==> config.mk <==
export PLATFORM = sky130hd
export DESIGN_NAME = cvsd_pcm_converter
export DESIGN_NICKNAME = d
export VERILOG_FILES = /design/src/cvsd_pkg.sv /design/src/cvsd_pcm_converter.sv
export SDC_FILE = /design/constraint.sdc
export NUM_CORES = 2
export LEC_CHECK = 0
export BUFFER_PORTS_ARGS = -buffer_cell sky130_fd_sc_hd__buf_4
export CELL_PAD_IN_SITES_DETAIL_PLACEMENT = 1
export CELL_PAD_IN_SITES_GLOBAL_PLACEMENT = 1
export CORE_AREA = 2 2 296 298
export DETAILED_ROUTE_END_ITERATION = 8
export DIE_AREA = 0 0 298 300
export GPL_TIMING_DRIVEN = 0
export PLACE_DENSITY = 0.73
export SLEW_MARGIN = 10
export SYNTH_ARGS = -nofsm -noshare
export SYNTH_HDL_FRONTEND = slang
export SYNTH_SLANG_ARGS = --single-unit
export TNS_END_PERCENT = 1
==> constraint.sdc <==
create_clock -name sys_clk_in -period 32.6 [get_ports sys_clk_in]
set_clock_uncertainty 0.1 [all_clocks]
set_input_delay 3.26 -clock sys_clk_in [delete_from_list [all_inputs] [get_ports sys_clk_in]]
set_output_delay 3.26 -clock sys_clk_in [all_outputs]
set_load 0.01 [all_outputs]
==> src/cvsd_pkg.sv <==
// Purpose: Shared constants of the delta-modulation voice codec block.
// Assumes: 25 MHz system clock; 16-bit peripheral bus at the printed byte addresses.
// Notes:   Codec timing is derived from the system clock.

package cvsd_pkg;
  // ----------------------------------------------------------------
  // Register addresses
  // ----------------------------------------------------------------
  localparam logic [23:0] ADDR_DELTA_IN  = 24'hfffc20;
  localparam logic [23:0] ADDR_DELTA_OUT = 24'hfffc22;
  localparam logic [23:0] ADDR_PCM_IN    = 24'hfffc24;
  localparam logic [23:0] ADDR_PCM_OUT   = 24'hfffc26;
  localparam logic [23:0] ADDR_COMP_IN   = 24'hfffc28;
  localparam logic [23:0] ADDR_COMP_OUT  = 24'hfffc2a;
  localparam logic [23:0] ADDR_LIN_IN    = 24'hfffc2c;
  localparam logic [23:0] ADDR_LIN_OUT   = 24'hfffc2e;
  localparam logic [23:0] ADDR_CTRL      = 24'hfffc30;
  localparam logic [23:0] ADDR_STAT      = 24'hfffc32;
  // ----------------------------------------------------------------
  // Control and status fields
  // ----------------------------------------------------------------
  localparam int CTL_EN = 0;
  localparam int CTL_CLK = 1;
  localparam int CTL_SIRQ = 2;
  localparam int CTL_LIRQ = 3;
  localparam int CTL_EIRQ = 4;
  localparam int CTL_DO_DMA = 5;
  localparam int CTL_DI_DMA = 6;
  localparam int CTL_SO_DMA = 7;
  localparam int CTL_SI_DMA = 8;
  localparam int CTL_FMT = 9;
  localparam int CTL_LAW = 11;
  localparam int CTL_RES = 12;
  localparam logic [15:0] CTL_MASK = 16'h3fff;
  localparam logic [15:0] CTL_RESET = 16'h0000;
  localparam int ST_NE = 0;
  localparam int ST_NF = 1;
  localparam int ST_SMP = 2;
  localparam int ST_E = 3;
  localparam int ST_F = 4;
  localparam logic [1:0] FMT_MU = 2'h1;
  localparam logic [1:0] FMT_A = 2'h2;
  // ----------------------------------------------------------------
  // Timing, FIFO and codec constants
  // ----------------------------------------------------------------
  localparam int SYS_CLK_HZ = 25_000_000;
  localparam int SAMPLE_PERIOD_NS = 125_000;
  localparam int SAMPLE_CYCLES = SAMPLE_PERIOD_NS / 1000 * (SYS_CLK_HZ / 1_000_000);
  localparam int UPSAMPLE = 8;
  localparam int FIFO_DEPTH = 8;
  localparam logic [3:0] NEAR_LEVEL = 4'h3;
  localparam logic [3:0] NEAR_FULL_LEVEL = 4'h5;
  localparam logic [15:0] CHECKER = 16'haaaa;
  localparam logic [15:0] STEP_MIN = 16'h000a;
  localparam logic [15:0] STEP_MAX = 16'h0500;
  localparam logic [15:0] STEP_INC = 16'h000a;
  localparam logic [15:0] SAT_POS = 16'h7fff;
  localparam logic [15:0] SAT_NEG = 16'h8000;
  localparam logic [15:0] MU_BIAS = 16'h0084;
  localparam logic [15:0] MU_CLIP = 16'h7f7b;
  localparam logic [15:0] MU_KEEP = 16'hfffc;
  localparam logic [7:0] A_XOR_NEG = 8'h55;
  localparam logic [7:0] A_XOR_POS = 8'hd5;
endpackage

==> src/cvsd_pcm_converter.sv <==
// Purpose: Delta-modulation voice codec with PCM buffers, delta FIFOs and law translator.
// Assumes: Bus strobes last one cycle and are synchronous to sys_clk_in.
// Notes:   Read data appears one cycle after the read strobe.
`timescale 1ns/100ps

module cvsd_fifo #(
  parameter int WIDTH = 16,
  parameter int DEPTH = 8
) (
  // Clock and reset
  input  wire logic                sys_clk_in,
  input  wire logic                rstn_in,
  // Filling side
  input  wire logic                in_valid_in,
  input  wire logic [WIDTH-1:0]    in_data_in,
  output logic                     in_ready_out,
  // Draining side
  output logic                     out_valid_out,
  output logic [WIDTH-1:0]         out_data_out,
  input  wire logic                out_ready_in,
  // Fill level
  output logic [$clog2(DEPTH):0]   count_out
);
  localparam int AW = $clog2(DEPTH);
  localparam int CW = AW + 1;
  typedef struct packed {
    logic [DEPTH-1:0][WIDTH-1:0] mem;
    logic [AW-1:0]               rd;
    logic [AW-1:0]               wr;
    logic [AW:0]                 cnt;
    logic                        ready;
    logic                        valid;
  } fifo_t;
  fifo_t st;
  fifo_t next_st;
  logic  push;
  logic  pop;

  assign push = in_valid_in && st.ready;
  assign pop = out_ready_in && st.valid;

  always_comb
  begin
    next_st = st;
    if (push)
    begin
      next_st.mem[st.wr] = in_data_in;
      next_st.wr = st.wr + 1'b1;
    end
    if (pop)
      next_st.rd = st.rd + 1'b1;
    next_st.cnt = st.cnt + CW'(push) - CW'(pop);
    next_st.ready = next_st.cnt != CW'(DEPTH);
    next_st.valid = next_st.cnt != '0;
  end

  always_ff @(posedge sys_clk_in)
  begin
    if (!rstn_in)
    begin
      st <= '0;
      st.ready <= 1'b1;
    end
    else
      st <= next_st;
  end

  assign in_ready_out = st.ready;
  assign out_valid_out = st.valid;
  assign out_data_out = st.mem[st.rd];
  assign count_out = st.cnt;
endmodule

module cvsd_pcm_converter #(
  parameter int SAMPLE_CYCLES = cvsd_pkg::SAMPLE_CYCLES
) (
  // Clock and reset
  input  wire logic        sys_clk_in,
  input  wire logic        rstn_in,
  // Peripheral bus
  input  wire logic [23:0] bus_addr_in,
  input  wire logic        bus_wr_in,
  input  wire logic        bus_rd_in,
  input  wire logic [15:0] bus_wdata_in,
  output logic [15:0]      bus_rdata_out,
  // Emulator
  input  wire logic        freeze_in,
  // Requests
  output logic             irq_out,
  output logic [3:0]       dma_req_out
);
  localparam int TICK_CYCLES = SAMPLE_CYCLES / cvsd_pkg::UPSAMPLE;

  typedef struct packed {
    logic [15:0] ctl;
    logic [4:0]  stat;
    logic [15:0] pin;
    logic        pin_new;
    logic [15:0] pout;
    logic [15:0] lin_out;
    logic [7:0]  log_out;
    logic [15:0] rdata;
    logic        irq;
    logic [3:0]  dma;
    logic [15:0] scnt;
    logic [15:0] tcnt;
    logic [2:0]  phase;
    logic [15:0] cur;
    logic [15:0] prev;
    logic [15:0] e_est;
    logic [15:0] e_step;
    logic [3:0]  e_hist;
    logic [15:0] e_word;
    logic [3:0]  e_n;
    logic [15:0] d_est;
    logic [15:0] d_step;
    logic [3:0]  d_hist;
    logic [15:0] d_word;
    logic [3:0]  d_idx;
    logic [18:0] d_sum;
    logic [3:0]  icnt_q;
    logic [3:0]  ocnt_q;
  } state_t;
  state_t st;
  state_t nx;

  // ----------------------------------------------------------------
  // Conversion functions
  // ----------------------------------------------------------------
  function automatic logic [15:0] expand(input logic alaw, input logic [7:0] c);
    logic [7:0]  u;
    logic [16:0] t;
    logic [15:0] m;
    u = alaw ? (c ^ cvsd_pkg::A_XOR_NEG) : ~c;
    if (alaw)
    begin
      t = {9'h0, u[3:0], 4'h8};
      if (u[6:4] != 3'h0)
        t = (t + 17'h100) << (u[6:4] - 3'h1);
      m = t[15:0];
      return u[7] ? m : -m;
    end
    t = ({10'h0, u[3:0], 3'h0} + 17'(cvsd_pkg::MU_BIAS)) << u[6:4];
    m = t[15:0] - cvsd_pkg::MU_BIAS;
    return u[7] ? -m : m;
  endfunction

  function automatic logic [7:0] compress(input logic alaw, input logic [15:0] x);
    logic [15:0] p;
    logic [2:0]  e;
    logic [3:0]  m;
    e = 3'h0;
    if (alaw)
    begin
      p = (x[15] ? ~x : x) >> 3;
      for (int i = 5; i < 12; i++)
        if (p[i])
          e = 3'(i - 4);
      m = (e == 3'h0) ? p[4:1] : 4'(p >> e);
      return {1'b0, e, m} ^ (x[15] ? cvsd_pkg::A_XOR_NEG : cvsd_pkg::A_XOR_POS);
    end
    p = x[15] ? -(x & cvsd_pkg::MU_KEEP) : (x & cvsd_pkg::MU_KEEP);
    p = ((p > cvsd_pkg::MU_CLIP) ? cvsd_pkg::MU_CLIP : p) + cvsd_pkg::MU_BIAS;
    for (int i = 8; i < 15; i++)
      if (p[i])
        e = 3'(i - 7);
    m = 4'(p >> (4'(e) + 4'h3));
    return ~{x[15], e, m};
  endfunction

  function automatic logic [15:0] to_lin(input logic [1:0] f, input logic [15:0] s);
    if (f == cvsd_pkg::FMT_MU || f == cvsd_pkg::FMT_A)
      return expand(f == cvsd_pkg::FMT_A, s[7:0]);
    return s;
  endfunction

  function automatic logic [15:0] from_lin(input logic [1:0] f, input logic [15:0] s);
    if (f == cvsd_pkg::FMT_MU || f == cvsd_pkg::FMT_A)
      return {8'h0, compress(f == cvsd_pkg::FMT_A, s)};
    return s;
  endfunction

  function automatic logic [15:0] adapt(input logic [15:0] step, input logic run);
    if (run)
      return (step > cvsd_pkg::STEP_MAX - cvsd_pkg::STEP_INC) ? cvsd_pkg::STEP_MAX
                                                              : step + cvsd_pkg::STEP_INC;
    return (step - (step >> 4) < cvsd_pkg::STEP_MIN) ? cvsd_pkg::STEP_MIN : step - (step >> 4);
  endfunction

  function automatic logic [15:0] integ(input logic [15:0] est, input logic [15:0] step,
                                        input logic up);
    logic [16:0] s;
    s = up ? {est[15], est} + {1'b0, step} : {est[15], est} - {1'b0, step};
    if (s[16] != s[15])
      return s[16] ? cvsd_pkg::SAT_NEG : cvsd_pkg::SAT_POS;
    return s[15:0];
  endfunction

  // ----------------------------------------------------------------
  // Delta FIFOs
  // ----------------------------------------------------------------
  logic        wr_en;
  logic        rd_stat;
  logic        active;
  logic        sample_end;
  logic        tick;
  logic        ififo_ready;
  logic        ififo_valid;
  logic [15:0] ififo_data;
  logic [3:0]  ififo_cnt;
  logic        ofifo_ready;
  logic        ofifo_valid;
  logic [15:0] ofifo_data;
  logic [3:0]  ofifo_cnt;
  logic        d_load;
  logic [15:0] d_w;
  logic        d_bit;
  logic        e_push;
  logic        e_bit;
  logic [16:0] diff;
  logic [20:0] prod;
  logic [20:0] interp;
  logic [3:0]  e_hist_n;
  logic [15:0] e_step_n;
  logic [3:0]  d_hist_n;
  logic [15:0] d_step_n;
  logic [15:0] d_est_n;
  logic [18:0] d_sum_n;
  logic [4:0]  set_v;
  logic [4:0]  clr_v;

  assign wr_en = bus_wr_in && st.ctl[cvsd_pkg::CTL_EN];
  assign rd_stat = bus_rd_in && bus_addr_in == cvsd_pkg::ADDR_STAT;

  cvsd_fifo #(.WIDTH(16), .DEPTH(cvsd_pkg::FIFO_DEPTH)) in_fifo (
    .sys_clk_in    (sys_clk_in),
    .rstn_in       (rstn_in),
    .in_valid_in   (wr_en && bus_addr_in == cvsd_pkg::ADDR_DELTA_IN),
    .in_data_in    (bus_wdata_in),
    .in_ready_out  (ififo_ready),
    .out_valid_out (ififo_valid),
    .out_data_out  (ififo_data),
    .out_ready_in  (d_load),
    .count_out     (ififo_cnt)
  );

  cvsd_fifo #(.WIDTH(16), .DEPTH(cvsd_pkg::FIFO_DEPTH)) out_fifo (
    .sys_clk_in    (sys_clk_in),
    .rstn_in       (rstn_in),
    .in_valid_in   (e_push),
    .in_data_in    ({e_bit, st.e_word[15:1]}),
    .in_ready_out  (ofifo_ready),
    .out_valid_out (ofifo_valid),
    .out_data_out  (ofifo_data),
    .out_ready_in  (st.ctl[cvsd_pkg::CTL_EN] && bus_rd_in
                    && bus_addr_in == cvsd_pkg::ADDR_DELTA_OUT),
    .count_out     (ofifo_cnt)
  );

  // ----------------------------------------------------------------
  // Codec timebase and datapath
  // ----------------------------------------------------------------
  assign active = st.ctl[cvsd_pkg::CTL_EN] && st.ctl[cvsd_pkg::CTL_CLK];
  assign sample_end = active && st.scnt == 16'(SAMPLE_CYCLES - 1);
  assign tick = sample_end || (active && st.tcnt == 16'(TICK_CYCLES - 1) && st.phase != 3'h7);
  assign diff = {st.cur[15], st.cur} - {st.prev[15], st.prev};
  assign prod = $signed({{4{diff[16]}}, diff}) * $signed({18'h0, st.phase});
  assign interp = {{5{st.prev[15]}}, st.prev} + 21'($signed(prod) >>> 3);
  assign e_bit = $signed(interp[15:0]) >= $signed(st.e_est);
  assign e_hist_n = {st.e_hist[2:0], e_bit};
  assign e_step_n = adapt(st.e_step, &e_hist_n || ~|e_hist_n);
  assign e_push = tick && st.e_n == 4'hf && !freeze_in;
  assign d_load = tick && st.d_idx == 4'h0 && !freeze_in;
  assign d_w = d_load ? (ififo_valid ? ififo_data : cvsd_pkg::CHECKER) : st.d_word;
  assign d_bit = d_w[st.d_idx];
  assign d_hist_n = {st.d_hist[2:0], d_bit};
  assign d_step_n = adapt(st.d_step, &d_hist_n || ~|d_hist_n);
  assign d_est_n = integ(st.d_est, d_step_n, d_bit);
  assign d_sum_n = st.d_sum + {{3{d_est_n[15]}}, d_est_n};
  assign set_v = {e_push && !ofifo_ready,
                  d_load && !ififo_valid,
                  sample_end,
                  ofifo_cnt >= cvsd_pkg::NEAR_FULL_LEVEL && st.ocnt_q < cvsd_pkg::NEAR_FULL_LEVEL,
                  ififo_cnt == cvsd_pkg::NEAR_LEVEL && st.icnt_q != cvsd_pkg::NEAR_LEVEL};
  assign clr_v = !rd_stat ? 5'h00 : (freeze_in ? 5'h03 : 5'h1f);

  always_comb
  begin
    nx = st;
    nx.dma = 4'h0;
    nx.rdata = 16'h0;
    nx.icnt_q = ififo_cnt;
    nx.ocnt_q = ofifo_cnt;
    if (!active)
    begin
      nx.scnt = 16'h0;
      nx.tcnt = 16'h0;
      nx.phase = 3'h0;
    end
    else
    begin
      nx.scnt = sample_end ? 16'h0 : st.scnt + 16'h1;
      nx.tcnt = tick ? 16'h0 : st.tcnt + 16'h1;
      nx.phase = tick ? st.phase + 3'h1 : st.phase;
    end
    if (sample_end)
    begin
      nx.prev = st.cur;
      nx.cur = 16'($signed(to_lin(st.ctl[10:9], st.pin)) >>> st.ctl[13:12]);
      nx.pin_new = 1'b0;
      nx.dma[1] = st.ctl[cvsd_pkg::CTL_SI_DMA];
    end
    if (tick)
    begin
      nx.e_hist = e_hist_n;
      nx.e_step = e_step_n;
      nx.e_est = integ(st.e_est, e_step_n, e_bit);
      nx.e_word = {e_bit, st.e_word[15:1]};
      nx.e_n = st.e_n + 4'h1;
      nx.d_word = d_w;
      nx.d_idx = st.d_idx + 4'h1;
      nx.d_hist = d_hist_n;
      nx.d_step = d_step_n;
      nx.d_est = d_est_n;
      nx.d_sum = sample_end ? 19'h0 : d_sum_n;
    end
    if (sample_end && !freeze_in)
    begin
      nx.pout = from_lin(st.ctl[10:9], d_sum_n[18:3]);
      nx.dma[0] = st.ctl[cvsd_pkg::CTL_SO_DMA];
    end
    nx.dma[2] = e_push && ofifo_ready && st.ctl[cvsd_pkg::CTL_DO_DMA];
    nx.dma[3] = d_load && ififo_valid && st.ctl[cvsd_pkg::CTL_DI_DMA];
    if (bus_wr_in && bus_addr_in == cvsd_pkg::ADDR_CTRL)
      nx.ctl = bus_wdata_in & cvsd_pkg::CTL_MASK;
    if (wr_en && bus_addr_in == cvsd_pkg::ADDR_PCM_IN)
    begin
      nx.pin = bus_wdata_in;
      nx.pin_new = 1'b1;
    end
    if (wr_en && bus_addr_in == cvsd_pkg::ADDR_COMP_IN)
      nx.lin_out = expand(st.ctl[cvsd_pkg::CTL_LAW], bus_wdata_in[7:0]);
    if (wr_en && bus_addr_in == cvsd_pkg::ADDR_LIN_IN)
      nx.log_out = compress(st.ctl[cvsd_pkg::CTL_LAW], bus_wdata_in);
    if (bus_rd_in)
    begin
      case (bus_addr_in)
        cvsd_pkg::ADDR_DELTA_OUT: nx.rdata = ofifo_data;
        cvsd_pkg::ADDR_PCM_OUT: nx.rdata = st.pout;
        cvsd_pkg::ADDR_COMP_OUT: nx.rdata = {8'h0, st.log_out};
        cvsd_pkg::ADDR_LIN_OUT: nx.rdata = st.lin_out;
        cvsd_pkg::ADDR_CTRL: nx.rdata = st.ctl;
        cvsd_pkg::ADDR_STAT: nx.rdata = st.ctl[cvsd_pkg::CTL_EN]
                                        ? {5'h0, ofifo_cnt[2:0], ififo_cnt[2:0], st.stat}
                                        : 16'h0000;
        default: nx.rdata = 16'h0;
      endcase
    end
    nx.stat = st.ctl[cvsd_pkg::CTL_EN] ? ((st.stat & ~clr_v) | set_v) : 5'h00;
    nx.irq = |(nx.stat & {{2{st.ctl[cvsd_pkg::CTL_EIRQ]}}, st.ctl[cvsd_pkg::CTL_SIRQ],
                          {2{st.ctl[cvsd_pkg::CTL_LIRQ]}}});
  end

  always_ff @(posedge sys_clk_in)
  begin
    if (!rstn_in)
      st <= '0;
    else
      st <= nx;
  end

  assign bus_rdata_out = st.rdata;
  assign irq_out = st.irq;
  assign dma_req_out = st.dma;
endmodule

==> reports/results.ini <==
[placement]
dp.cells=6323
gp_congestion=0.9352
pre_cts_ws_ps=12610
io_buffers=56
hpwlAfterDp_microns=106000

[worst_setup_path]
worst-path-max-fanout=10
worstPathArrival_ps=20600
start_kind=primary input
worst-setup-path-type=primary input to flop
critPathCaptureType=flop
required_ps=33100
cpMaxStageDelayCell=xnor2_1
crit_top_cell=a21oi_1
max_stage_delay_ps=700

[clocking]
cts_tree=built
cts_root_buf=clkbuf_16
cts_setup_buffers=0
worstSkewPairLatency_ps=650
cts_hold_buf=0
post_cts_resized=0
clock-sinks=574
clockBufferDepth=3
h-tree-depth=3
numCtsBuffers=70
clkSlewWorstSetupHoldPaths_ps=60

[logic_synthesis]
synth.distinct_cells=107
synthArstFlopShare=0
ys_seq_area_frac=0.2978
ys_ff_latch=574
syn_inst=5111
syn_avg_cell_area_sq_um=7.549
synth_flop_cell=dfxtp_1
synth_warnings=0
synth_nets=5383
synth_edf_count=0
syn_area_sq_um=38580

[power_and_ir_drop]
sw_frac_of_total=0.2524
powerDensity_nw_per_um2=37.54
power_frac_comb=0.056
ir_worst_vdd_uv=38.78
pwr-share-clk=0.508
leakagePower_nw=15.89
p_int_mw=1.203
pwr-share-seq=0.436
p_sw_mw=0.4062

[cells_and_area]
diodes=0
final_cells=6448
fillers=10970
area_growth_syn_to_layout_pct=11.12
final_util=0.4973
multiInputGateArea_sq_um=24740
drive_gt1_frac=0.06480
nets=5512
seqCellArea_sq_um=11490

[grt]
antenna_found_initial=2
grt_max_degree=13
grt_pass1_vias=38120
grt_pass1_wl_microns=217600
grt-ovfl-total=0
top_usage_layer=met2
use_met2=0.5064
use_met3=0.03584
use_met1=0.4140
grt_usage=0.3051

[floorplanning]
dieArea_sq_um=89400
initial_core_util=0.4475
core_area_sq_um=86210
ios=66
fp-row-count=108
die_x_microns=298
fp.dieH_microns=300

[sta]
rsz0062_at_grt=no
tightest_slew_ps=1218
slew_violations=0
slew_headroom=0.1881
worst_slack_ps=12500
timing.hold.ws_ps=350.4
setup_viol=0
period_needed_ps=20100
min_period_over_period=0.6166
hold_viol=0
max_freq_mhz=49.75
setup_tns_ps=0

[hold_path]
hold_path.class=flop to flop

[detailed_routing]
drtAntennaViolNets=0
finalWirelength_microns=139600
num_vias=37580
drt_iter0_drc=2511
drt_pass1_iterations=5
vias_per_cell=5.828
drc=0
avgRoutedWirePerCell_microns=21.65

[job]
maxCapViolCount=0

[status]
status=completed

-- cell families after synthesis --
| group | after synthesis | synth area share |
|---|---|---|
| and+or+nand+nor | 1940 | 0.2215 |
| AOI/OAI and AO/OA | 1278 | 0.2002 |
| xor gates and xnor gates | 305 | 0.06959 |
| muxes | 183 | 0.07014 |
| DFF | 574 | 0.2978 |
| buffers and inverters | 602 | 0.06181 |
| adders and majority gates | 229 | 0.07900 |
-- power groups by stage --
stage / registers [mW] / clock network (mW) / logic, mW
final: 0.701 / 0.818 / 0.0901
after floorplan: 0.717 / 0 / 0.0571
after CTS: 0.701 / 0.826 / 0.0890
after global placement: 0.717 / 0 / 0.0874
after global routing: 0.701 / 0.854 / 0.0981
after detailed placement: 0.717 / 0 / 0.0885
-- registers in the layout, summed over array words and instances, names as in the netlist --
signal and cells:
out_fifo.st 134, in_fifo.count_out 4, out_fifo.count_out 4, bus_rdata_out 16, dma_req_out 4, in_fifo.st 134
e_hist_n 2, st 268, out_fifo.out_valid_out 1, in_fifo.in_ready_out 1, in_fifo.out_valid_out 1, d_hist_n 3
out_fifo.in_ready_out 1, irq_out 1
-- cell usage in the layout, fill, tap and decap left out, types with 27 or more instances in the layout --
master	synthesis	routed
nand2_1	982	982
a21oi_1	666	666
dfxtp_1	574	574
nor2_1	454	454
clkbuf_1	275	292
inv_1	275	275
ha_1	202	202
xnor2_1	189	189
o21ai_0	174	174
xor2_1	115	115
mux2i_1	89	89
nand3_1	84	84
buf_4	23	79
nor3_1	77	75
a211oi_1	71	71
clkbuf_16	0	70
mux4_2	67	67
and2_1	62	62
and3_1	46	46
o211ai_1	39	39
o21bai_1	38	38
nor2b_1	35	35
a21o_1	34	34
nand2b_1	33	33
nand4_1	31	31
or3_1	27	27
-- worst paths after layout --
check                        from         endpoint  slack, ps  cells past startpoint
setup / recovery        freeze_in          st[251]      12500                     62
hold / removal    out_fifo.st[53]  out_fifo.st[53]        350                      2
setup reg to reg   in_fifo.st[10]          st[251]      13820                     61
hold reg to reg   out_fifo.st[53]  out_fifo.st[53]        350                      2
-- final cells by class --
| class | count | share of cell area |
|---|---|---|
| tap | 1155 | 0.03371 |
| sequential | 574 | 0.2680 |
| clock inverter | 23 | 0.008639 |
| clock buffer | 102 | 0.04693 |
| inverter | 279 | 0.02443 |
| multi-input combinational | 3935 | 0.5771 |
| buffer | 323 | 0.03123 |
| timing repair buffer | 57 | 0.009893 |
-- Yosys cell counts (17+ instances only) --
library cell / n / area [sq um]
clkbuf_1: 275 / 1032
nor2b_1: 35 / 219.0
ha_1: 202 / 2527
mux2_2: 25 / 281.5
o21a_1: 25 / 187.7
nand2b_1: 33 / 206.5
nor4_1: 22 / 137.6
nand4_1: 31 / 193.9
nand3_1: 84 / 420.4
o21bai_1: 38 / 285.3
and3_1: 46 / 287.8
a21o_1: 34 / 255.2
o211ai_1: 39 / 292.8
o22ai_1: 17 / 106.4
mux4_2: 67 / 1509
and2_1: 62 / 387.9
o21ai_0: 174 / 870.8
nor2_1: 454 / 1704
o31ai_1: 19 / 142.6
mux2i_1: 89 / 890.9
a211oi_1: 71 / 533.0
buf_4: 23 / 172.7
nor3_1: 77 / 385.4
xor2_1: 115 / 1007
or3_1: 27 / 168.9
a21oi_1: 666 / 3333
nand2_1: 982 / 3686
dfxtp_1: 574 / 11490
inv_1: 275 / 1032
xnor2_1: 189 / 1655
fa_1: 25 / 500.5
a31oi_1: 24 / 150.1
-- per-layer routing --
| metal | up-vias | wire length [microns] | share of wire |
|---|---|---|---|
| li1 | 17860 | - | - |
| met1 | 18640 | 64240 | 0.46 |
| met2 | 875 | 64130 | 0.46 |
| met3 | 206 | 6863 | 0.049 |
| met4 | 2 | 4373 | 0.031 |
| met5 | - | 13 | 0.000093 |
-- worst max-delay path, delay by kind of cell --
family	cells	cell delay [ps]
adders and majority gates	4	1170
buffers and inverters	8	1880
AOI/OAI and AO/OA	26	6770
xor gates and xnor gates	4	1630
muxes	3	740
and+or+nand+nor	17	5130
-- per-stage QoR --
stage	area, sq um	total power, mW
floorplan	38580	0.7740
global placement	40450	0.8043
detailed placement	40480	0.8054
CTS	42860	1.616
global route	42870	1.653
finish	42870	1.609
Power figures use the tool's default switching activity.
